<file path="src/verilog/spi_regs_pkg.sv">
// Register map, field layout and state types of the serial peripheral controller
package spi_regs_pkg;
	localparam int          ADDR_W           = 8;
	localparam logic [7:0]  OFS_CONTROL      = 8'h00;
	localparam logic [7:0]  OFS_MODE         = 8'h04;
	localparam logic [7:0]  OFS_RX           = 8'h08;
	localparam logic [7:0]  OFS_TX           = 8'h0C;
	localparam logic [7:0]  OFS_STATUS       = 8'h10;
	localparam logic [7:0]  OFS_IRQ_SET      = 8'h14;
	localparam logic [7:0]  OFS_IRQ_CLR      = 8'h18;
	localparam logic [7:0]  OFS_IRQ_MASK     = 8'h1C;
	// Control command bits
	localparam int          CTL_ENABLE       = 0;
	localparam int          CTL_DISABLE      = 1;
	// Mode register fields
	localparam int          MD_ROLE          = 0;
	localparam int          MD_VARSEL        = 1;
	localparam int          MD_DECODE        = 2;
	localparam int          MD_FDOFF         = 4;
	localparam int          MD_QUEUE         = 6;
	localparam int          MD_LOOP          = 7;
	localparam int          MD_PCS_LSB       = 16;
	localparam int          MD_GAP_LSB       = 24;
	localparam logic [31:0] MD_WRITABLE      = 32'hFF0F00D7;
	// Transmit word fields
	localparam int          TX_PCS_LSB       = 16;
	localparam int          TX_LAST          = 24;
	// Status bits
	localparam int          ST_RXFULL        = 0;
	localparam int          ST_SHIFTER_IDLE_FLAG       = 1;
	localparam int          ST_FAULT         = 2;
	localparam int          ST_OVERRUN       = 3;
	localparam int          ST_SELRISE       = 8;
	localparam int          ST_IDLE          = 9;
	localparam int          ST_UNDERRUN      = 10;
	localparam int          ST_ENABLED       = 16;
	localparam logic [10:0] IRQ_BITS         = 11'h70F;
	localparam logic [7:0]  MIN_GAP          = 8'h06;
	localparam logic [3:0]  PCS_NONE         = 4'hF;
	localparam int          RX_DEPTH         = 4;

	typedef enum logic [1:0] {PH_IDLE, PH_GAP, PH_SHIFT} phase_t;

	typedef struct packed {
		logic              en;
		logic              dis_pend;
		logic [31:0]       mode;
		logic [15:0]       tx_data;
		logic [3:0]        tx_pcs;
		logic              tx_last;
		logic              tx_full;
		phase_t            phase;
		logic [15:0]       shreg;
		logic [4:0]        bitcnt;
		logic [7:0]        divcnt;
		logic [7:0]        gapcnt;
		logic [3:0]        cur_pcs;
		logic              cur_last;
		logic              cs_active;
		logic              slv_act;
		logic [3:0][15:0]  rx_mem;
		logic [2:0]        rx_cnt;
		logic [1:0]        rd_ptr;
		logic              transmit_empty_flag;
		logic              underrun_flag;
		logic              selrise;
		logic              overrun_flag;
		logic              fault;
		logic [10:0]       mask;
		logic [2:0]        spck_s;
		logic [2:0]        nss_s;
		logic [1:0]        miso_s;
		logic [1:0]        mosi_s;
		logic [3:0]        cs_n;
		logic              pins_master;
		logic              spck_o;
		logic              mosi_o;
		logic              miso_o;
		logic              miso_drive;
		logic [1:0]        cfg_idx;
		logic [31:0]       rdata;
	} state_t;
endpackage : spi_regs_pkg

</file>
<file path="src/verilog/spi_ctrl.sv">
// Serial peripheral controller: registers, select logic, shifter and receive queue
//
// Strobed register access was left to the implementer.
`timescale 1ns/1ps

// How it works
// - disable finishes transfer, then releases pins
// - enable plus disable together means disable
// - enable command allows transfers; zeros ignored
// - select gap is delay field, minimum six
// - without decode, lowest zero selects line
// - with decode, select lines equal code
// - decoded selects grouped four per configuration
// - master loopback routes output to input
// - receive queue holds four, else one
// - fault-detect-off bit disables mode faults
// - fixed or per-word select code
// - role bit chooses master or slave
// - received data right-justified, upper zero
// - final character flag releases select
// - status bit 16 shows enabled
// - status read clears error flags
// - transmit-empty zero when disabled, enable sets
// - mask set and clear by one bits
module spi_ctrl #(
	parameter int DATA_BITS = 8,
	parameter int HALF_DIV  = 4
) (
	input  wire logic        clk,
	input  wire logic        reset,
	input  wire logic [7:0]  addr,
	input  wire logic [31:0] wdata,
	input  wire logic        wr,
	input  wire logic        rd,
	output logic      [31:0] rdata,
	input  wire logic        spck_i,
	output logic             spck_o,
	output logic             spck_oe_n,
	input  wire logic        mosi_i,
	output logic             mosi_o,
	output logic             mosi_oe_n,
	input  wire logic        miso_i,
	output logic             miso_o,
	output logic             miso_oe_n,
	input  wire logic        nss_i,
	output logic      [3:0]  chip_select_lines_n,
	output logic      [3:0]  chip_select_oe_n,
	output logic      [1:0]  select_config_idx
);
	spi_regs_pkg::state_t q;
	spi_regs_pkg::state_t d;

	// Line pattern for a select code
	function automatic logic [3:0] select_lines(input logic [3:0] code, input logic dec);
		logic [3:0] r;
		r = 4'hF;
		if (dec)
			r = code;
		else if (!code[0])
			r = 4'hE;
		else if (!code[1])
			r = 4'hD;
		else if (!code[2])
			r = 4'hB;
		else if (!code[3])
			r = 4'h7;
		return r;
	endfunction : select_lines

	// Which select configuration a code uses
	function automatic logic [1:0] config_index(input logic [3:0] code, input logic dec);
		logic [1:0] r;
		r = 2'h0;
		if (dec)
			r = code[3:2];
		else if (!code[0])
			r = 2'h0;
		else if (!code[1])
			r = 2'h1;
		else if (!code[2])
			r = 2'h2;
		else
			r = 2'h3;
		return r;
	endfunction : config_index

	// Store one character into the receive queue
	function automatic spi_regs_pkg::state_t rx_push(input spi_regs_pkg::state_t s, input logic [15:0] v);
		spi_regs_pkg::state_t r;
		logic [2:0] depth;
		logic [1:0] wp;
		r = s;
		depth = s.mode[spi_regs_pkg::MD_QUEUE] ? 3'(spi_regs_pkg::RX_DEPTH) : 3'h1;
		wp = 2'(s.rd_ptr + s.rx_cnt[1:0]);
		if (s.rx_cnt >= depth) begin
			r.overrun_flag = 1'b1;
			// Single-entry mode keeps the newest character
			if (!s.mode[spi_regs_pkg::MD_QUEUE])
				r.rx_mem[s.rd_ptr] = v;
		end else begin
			r.rx_mem[wp] = v;
			r.rx_cnt = 3'(s.rx_cnt + 3'h1);
		end
		return r;
	endfunction : rx_push

	logic [15:0] data_mask;
	assign data_mask = 16'((32'h1 << DATA_BITS) - 1);

	always_comb begin
		logic [3:0]  code;
		logic [7:0]  gap_len;
		logic        master;
		logic        spck_rise;
		logic        spck_fall;
		logic        nss_fall;
		logic        nss_rise;
		logic        in_bit;
		logic [31:0] status;
		d = q;
		code = q.mode[spi_regs_pkg::MD_VARSEL] ? q.tx_pcs : q.mode[spi_regs_pkg::MD_PCS_LSB +: 4];
		gap_len = (q.mode[spi_regs_pkg::MD_GAP_LSB +: 8] <= spi_regs_pkg::MIN_GAP) ?
			spi_regs_pkg::MIN_GAP : q.mode[spi_regs_pkg::MD_GAP_LSB +: 8];
		master = q.en && q.mode[spi_regs_pkg::MD_ROLE];
		spck_rise = q.spck_s[1] && !q.spck_s[2];
		spck_fall = !q.spck_s[1] && q.spck_s[2];
		nss_fall = !q.nss_s[1] && q.nss_s[2];
		nss_rise = q.nss_s[1] && !q.nss_s[2];
		in_bit = q.mode[spi_regs_pkg::MD_LOOP] ? q.mosi_o : q.miso_s[1];
		status = 32'h0;
		status[spi_regs_pkg::ST_RXFULL] = q.rx_cnt != 3'h0;
		status[spi_regs_pkg::ST_SHIFTER_IDLE_FLAG] = q.transmit_empty_flag;
		status[spi_regs_pkg::ST_FAULT] = q.fault;
		status[spi_regs_pkg::ST_OVERRUN] = q.overrun_flag;
		status[spi_regs_pkg::ST_SELRISE] = q.selrise;
		status[spi_regs_pkg::ST_IDLE] = q.en && !q.tx_full && q.phase == spi_regs_pkg::PH_IDLE && !q.slv_act;
		status[spi_regs_pkg::ST_UNDERRUN] = q.underrun_flag;
		status[spi_regs_pkg::ST_ENABLED] = q.en;

		// Input synchronisers; only stage two and beyond are read by logic
		d.spck_s = {q.spck_s[1:0], spck_i};
		d.nss_s = {q.nss_s[1:0], nss_i};
		d.miso_s = {q.miso_s[0], miso_i};
		d.mosi_s = {q.mosi_s[0], mosi_i};

		// Register reads; unmapped and reserved bits read zero
		d.rdata = 32'h0;
		if (rd) begin
			case (addr)
				spi_regs_pkg::OFS_MODE: d.rdata = q.mode;
				spi_regs_pkg::OFS_RX: begin
					d.rdata = {16'h0, q.rx_mem[q.rd_ptr] & data_mask};
					if (q.rx_cnt != 3'h0) begin
						d.rd_ptr = 2'(q.rd_ptr + 2'h1);
						d.rx_cnt = 3'(q.rx_cnt - 3'h1);
					end
				end
				spi_regs_pkg::OFS_STATUS: begin
					d.rdata = status;
					d.underrun_flag = 1'b0;
					d.selrise = 1'b0;
					d.overrun_flag = 1'b0;
					d.fault = 1'b0;
				end
				spi_regs_pkg::OFS_IRQ_MASK: d.rdata = {21'h0, q.mask};
				default: d.rdata = 32'h0;
			endcase
		end

		// Register writes
		if (wr) begin
			case (addr)
				spi_regs_pkg::OFS_CONTROL: begin
					if (wdata[spi_regs_pkg::CTL_DISABLE])
						d.dis_pend = 1'b1;
					else if (wdata[spi_regs_pkg::CTL_ENABLE] && !q.en) begin
						d.en = 1'b1;
						d.transmit_empty_flag = 1'b1;
					end
				end
				spi_regs_pkg::OFS_MODE: d.mode = wdata & spi_regs_pkg::MD_WRITABLE;
				spi_regs_pkg::OFS_TX: begin
					d.tx_data = wdata[15:0] & data_mask;
					d.tx_pcs = wdata[spi_regs_pkg::TX_PCS_LSB +: 4];
					d.tx_last = wdata[spi_regs_pkg::TX_LAST];
					d.tx_full = 1'b1;
					d.transmit_empty_flag = 1'b0;
				end
				spi_regs_pkg::OFS_IRQ_SET: d.mask = q.mask | (wdata[10:0] & spi_regs_pkg::IRQ_BITS);
				spi_regs_pkg::OFS_IRQ_CLR: d.mask = q.mask & ~wdata[10:0];
				default: ;
			endcase
		end

		// Master engine
		case (q.phase)
			spi_regs_pkg::PH_IDLE: begin
				if (master && q.tx_full && !q.dis_pend) begin
					if (q.cs_active && code == q.cur_pcs) begin
						d.phase = spi_regs_pkg::PH_GAP;
						d.gapcnt = 8'h0;
					end else begin
						// Release the old select before counting the gap
						d.cs_n = 4'hF;
						d.cs_active = 1'b0;
						d.phase = spi_regs_pkg::PH_GAP;
						d.gapcnt = gap_len;
					end
				end
			end
			spi_regs_pkg::PH_GAP: begin
				if (q.gapcnt > 8'h1) begin
					d.gapcnt = 8'(q.gapcnt - 8'h1);
				end else begin
					d.cur_pcs = code;
					d.cs_n = select_lines(code, q.mode[spi_regs_pkg::MD_DECODE]);
					d.cfg_idx = config_index(code, q.mode[spi_regs_pkg::MD_DECODE]);
					d.cs_active = 1'b1;
					d.cur_last = q.tx_last;
					d.shreg = q.tx_data;
					d.mosi_o = q.tx_data[DATA_BITS-1];
					d.tx_full = 1'b0;
					d.transmit_empty_flag = 1'b1;
					d.bitcnt = 5'(DATA_BITS);
					d.divcnt = 8'(HALF_DIV);
					d.spck_o = 1'b0;
					d.phase = spi_regs_pkg::PH_SHIFT;
				end
			end
			spi_regs_pkg::PH_SHIFT: begin
				if (q.divcnt > 8'h1) begin
					d.divcnt = 8'(q.divcnt - 8'h1);
				end else begin
					d.divcnt = 8'(HALF_DIV);
					d.spck_o = !q.spck_o;
					if (!q.spck_o) begin
						d.shreg = {q.shreg[14:0], in_bit};
					end else if (q.bitcnt > 5'h1) begin
						d.bitcnt = 5'(q.bitcnt - 5'h1);
						d.mosi_o = q.shreg[DATA_BITS-1];
					end else begin
						d = rx_push(d, q.shreg & data_mask);
						d.phase = spi_regs_pkg::PH_IDLE;
						// Without further data the select is released
						if (q.cur_last || !d.tx_full) begin
							d.cs_n = 4'hF;
							d.cs_active = 1'b0;
						end
					end
				end
			end
			default: d.phase = spi_regs_pkg::PH_IDLE;
		endcase

		// Slave engine, stepped by synchronised edges of the external serial clock
		if (q.en && !q.mode[spi_regs_pkg::MD_ROLE]) begin
			if (nss_rise)
				d.selrise = 1'b1;
			if (nss_fall) begin
				d.slv_act = 1'b1;
				d.bitcnt = 5'(DATA_BITS);
				if (d.tx_full) begin
					d.shreg = d.tx_data;
					d.tx_full = 1'b0;
					d.transmit_empty_flag = 1'b1;
				end else begin
					d.underrun_flag = 1'b1;
				end
				d.miso_o = d.shreg[DATA_BITS-1];
			end else if (q.slv_act && q.nss_s[1]) begin
				d.slv_act = 1'b0;
			end else if (q.slv_act && spck_rise) begin
				d.shreg = {q.shreg[14:0], q.mosi_s[1]};
				if (q.bitcnt > 5'h1) begin
					d.bitcnt = 5'(q.bitcnt - 5'h1);
				end else begin
					d = rx_push(d, {q.shreg[14:0], q.mosi_s[1]} & data_mask);
					d.bitcnt = 5'(DATA_BITS);
				end
			end else if (q.slv_act && spck_fall) begin
				d.miso_o = q.shreg[DATA_BITS-1];
			end
		end
		d.miso_drive = q.en && !q.mode[spi_regs_pkg::MD_ROLE] && !q.nss_s[1];

		// Mode fault: another master pulls select line zero low
		if (master && !q.mode[spi_regs_pkg::MD_FDOFF] && q.cs_n[0] && !q.nss_s[1]) begin
			d.fault = 1'b1;
			d.en = 1'b0;
			d.transmit_empty_flag = 1'b0;
			d.phase = spi_regs_pkg::PH_IDLE;
			d.cs_n = 4'hF;
			d.cs_active = 1'b0;
		end

		// Disable waits for the character on the wire to finish
		if (d.dis_pend && d.phase == spi_regs_pkg::PH_IDLE && !d.slv_act) begin
			d.en = 1'b0;
			d.dis_pend = 1'b0;
			d.transmit_empty_flag = 1'b0;
			d.cs_n = 4'hF;
			d.cs_active = 1'b0;
		end
		d.pins_master = d.en && d.mode[spi_regs_pkg::MD_ROLE];
		if (!d.pins_master)
			d.spck_o = 1'b0;
	end

	always_ff @(posedge clk) begin
		if (reset) begin
			q <= '0;
			q.phase <= spi_regs_pkg::PH_IDLE;
			q.cs_n <= 4'hF;
			q.spck_s <= 3'h0;
			q.nss_s <= 3'h7;
		end else begin
			q <= d;
		end
	end

	// Disabled: every pin is released to input
	assign rdata = q.rdata;
	assign spck_o = q.spck_o;
	assign spck_oe_n = !q.pins_master;
	assign mosi_o = q.mosi_o;
	assign mosi_oe_n = !q.pins_master;
	assign miso_o = q.miso_o;
	assign miso_oe_n = !q.miso_drive;
	assign chip_select_lines_n = q.cs_n;
	assign chip_select_oe_n = {4{!q.pins_master}};
	assign select_config_idx = q.cfg_idx;
endmodule : spi_ctrl

</file>
<file path="config.mk">
export PLATFORM = sky130hd
export DESIGN_NAME = spi_ctrl
export DESIGN_NICKNAME = d
export VERILOG_FILES = /design/src/verilog/spi_regs_pkg.sv /design/src/verilog/spi_ctrl.sv
export SDC_FILE = /design/constraint.sdc
export NUM_CORES = 1
export LEC_CHECK = 0
export BUFFER_PORTS_ARGS = -buffer_cell sky130_fd_sc_hd__buf_4
export CAP_MARGIN = 5
export CORE_UTILIZATION = 50
export CTS_CLUSTER_SIZE = 10
export DETAILED_ROUTE_END_ITERATION = 6
export PLACE_DENSITY = 0.7
export SETUP_SLACK_MARGIN = 0.1
export SLEW_MARGIN = 20
export SYNTH_ARGS = -nofsm -noshare
export SYNTH_HDL_FRONTEND = slang
export SYNTH_SLANG_ARGS = --single-unit
export TNS_END_PERCENT = 20
</file>
<file path="constraint.sdc">
create_clock -name clk -period 10.5 [get_ports clk]
set_input_delay 1.575 -clock clk [delete_from_list [all_inputs] [get_ports clk]]
set_output_delay 1.575 -clock clk [all_outputs]
set_load 0.03 [all_outputs]
</file>
==> impl_metrics.py <==
metrics = {
    "routing": {
        "num_vias": 8028,
        "ant_nets": 0,
        "wl_per_cell_um": 18.8,
        "viasPerCell": 6.08,
        "first_pass_iters": 6,
        "drc_errors": 0,
        "drt_iter0_drc": 715,
        "drt-total-wl_mm": 24.8,
    },
    "global_routing": {
        "grt_pass1_vias": 7391,
        "grt_pass1_wl_mm": 39.3,
        "track_usage_pct": 27.0,
        "grt_start_max_net_pins": 82,
        "antenna_found_initial": 0,
        "gr-total-overflow": 0,
    },
    "yosys": {
        "netlist_area_um2": 9130,
        "async_flop_share_pct": 0,
        "synth_edf_count": 0,
        "syn_inst": 1078,
        "yosysUniqueCellTypes": 80,
        "synth_fa_ha_area_share_pct": 2.74,
        "synthXorXnorAreaFrac_pct": 2.49,
        "synthFlopType": "dfxtp_1",
        "avgSynthCellArea_um2": 8.47,
        "synth_top_family_by_area": "simple AND/OR/NAND/NOR gates",
        "synth_compound_area_share_pct": 20.5,
        "synthMuxAreaShare_pct": 8.27,
        "synth-simple-area-share_pct": 21.3,
        "ys_seq_area_share_pct": 37.1,
        "ys_ff_latch": 169,
        "synth_warnings": 0,
    },
    "timing": {
        "fin_skew_ns": 0.00964,
        "worst_pin_slew_ns": 1.04,
        "fin_ws_ns": 3.54,
        "post-route-period-util_pct": 66.3,
        "final_max_slew_viol_count": 0,
        "rsz0062_at_grt": "false",
        "relSlewSlack_pct": 29.9,
        "totalNegativeSetupSlack_ns": 0,
        "min_period_ns": 6.96,
        "hold_viol_final": 0,
        "finalSetupViolations": 0,
        "fmaxAchievable_ghz": 0.144,
    },
    "finish": {
        "final_area_um2": 10100,
        "final_nets": 1147,
        "area_growth_pct": 10.2,
        "multi_input_area_um2": 5100,
        "drive_gt1_share_pct": 14.5,
        "antenna_cells": 0,
        "layout_commonest_cell": "dfxtp_1",
        "seqCellArea_um2": 3380,
        "layout_common_cells": "dfxtp_1, nand2_1, nor2_1",
        "nFillCells": 1672,
        "final_cells": 1320,
    },
    "job": {
        "drv_cap": 0,
    },
    "cts": {
        "hold_buffers": 0,
        "cts_tree": "built",
        "clock_latency_ns": 0.44,
        "clkTransAtPathRegs_ns": 0.07,
        "post_cts_resized": 0,
        "numCtsBuffers": 17,
        "cts_root_buf": "clkbuf_16",
        "postCtsSetupRepairBufs": 0,
        "cts_buffer_depth": 2,
        "numClockSinks": 169,
        "htreeDepth": 4,
    },
    "die": {
        "rows": 49,
        "io_pins": 96,
        "fp.dieH_um": 137,
        "die_x_um": 137,
        "dieArea_um2": 18800,
        "core_um2": 17900,
        "start_util_pct": 51.0,
    },
    "critical_path": {
        "worstPathArrival_ns": 7.24,
        "end_kind": "register",
        "crit_type": "in -> reg",
        "cp.required_ns": 10.78,
        "path_max_fanout": 18,
        "startpoint_type": "primary input",
    },
    "placed_design": {
        "place.gp.congestion": 0.899,
        "post-place-ws_ns": 3.19,
        "dpl_cell_area_um2": 9490,
        "dp_hpwl_mm": 17.1,
        "dp_cells": 1289,
        "portBuffers": 77,
    },
    "power": {
        "power_uw": 1290,
        "peakVddDrop_mv": 0.145,
        "p_leak_uw": 0.00370,
        "power_density_nw_per_um2": 129,
    },
    "outcome": {
        "status": "finished clean",
    },
    "hold_path": {
        "hold_class": "reg -> reg",
    },
}
## cell type report
class	count	share of cell area, %
clock buffers	18	4.27
clock inverters	13	1.32
inverters	31	1.16
multi-input cells	778	50.7
flip-flops and latches	169	33.6
well taps	229	2.85
repair buffers	82	6.12
## registers in the layout, summed over array words and instances, names as in the netlist, named ones only
| signal | flops |
|---|---|
| spck_o | 1 |
| select_config_idx | 2 |
| miso_o | 1 |
| chip_select_lines_n | 4 |
| q | 130 |
| rdata | 23 |
| mosi_o | 1 |
## Yosys cell counts, types with 7 or more instances
library cell  instances  area share (%)
nand2_1             118             4.9
or3_1                11            0.75
a21oi_1              77             4.2
ha_1                 20             2.7
and3_1               20             1.4
a211oi_1             42             3.5
o21ai_0              23             1.3
mux4_2                8             2.0
nor2b_1              18             1.2
a31oi_1               8            0.55
nand4_1              12            0.82
clkbuf_1             54             2.2
nand2b_1             11            0.75
dfxtp_1             169              37
mux2i_1              47             5.2
nor3_1               27             1.5
inv_1                29             1.2
buf_4                45             3.7
a22oi_1              23             1.9
xnor2_1              14             1.3
a221oi_1             18             1.7
nor4_1                8            0.55
nor2_1              101             4.2
xor2_1               12             1.2
o31ai_1               7            0.58
mux2_2                8            0.99
nand3_1              36             2.0
## through the flow
| stage | util, % | hold WS (ns) |
|---|---|---|
| detailed placement | 53.0 | 0.407 |
| global route | 56.2 | 0.436 |
| global placement | 53.0 | 0.403 |
| finish | 56.2 | 0.427 |
| floorplan | - | 0.389 |
| CTS | 56.1 | 0.426 |
## layer usage
layer,track usage [%],vias up,part of all wire (%)
met2,44.7,304,48
met1,35.9,3815,44
met5,0,-,0
met4,8.36,0,1.3
met3,4.11,33,6.2
li1,-,3876,-
## worst max-delay path, stage by stage
cell,delay [ns]
buf_4,0.14
nor4_4,0.85
nand4_2,0.72
mux2_2,0.56
inv_1,0.19
ha_1,0.24
nor2_1,0.10
a31oi_4,0.44
nor2_1,0.12
xnor2_1,0.38
ha_1,0.25
xor2_1,0.26
o21a_1,0.22
nor3_1,0.07
mux2i_1,0.62
a21o_1,0.39
a211oi_1,0.12
## worst paths after layout
check,slack [ns],cells after the start,to,start
setup / recovery,3.54,17,q[128],addr[4]
hold reg to reg,0.43,1,q[48],q[47]
hold / removal,0.43,1,q[48],q[47]
setup reg to reg,4.83,18,q[128],q[71]
## cell families (layout without fill, tap and decap cells)
| family | Yosys count | in the layout |
|---|---|---|
| compound gates | 263 | 263 |
| xor+xnor | 26 | 26 |
| fa+ha+maj | 20 | 20 |
| buf+inv | 139 | 144 |
| flops | 169 | 169 |
| mux | 64 | 64 |
| other cells | 1 | 9 |
| simple gates | 396 | 396 |
## report_power, final
group          internal, uW  switching [uW]  total (uW)
clock                   331             279         610
combinational          13.5            26.9        40.5
sequential              643            1.33         644
No activity file was read; power rests on OpenSTA's default activity.
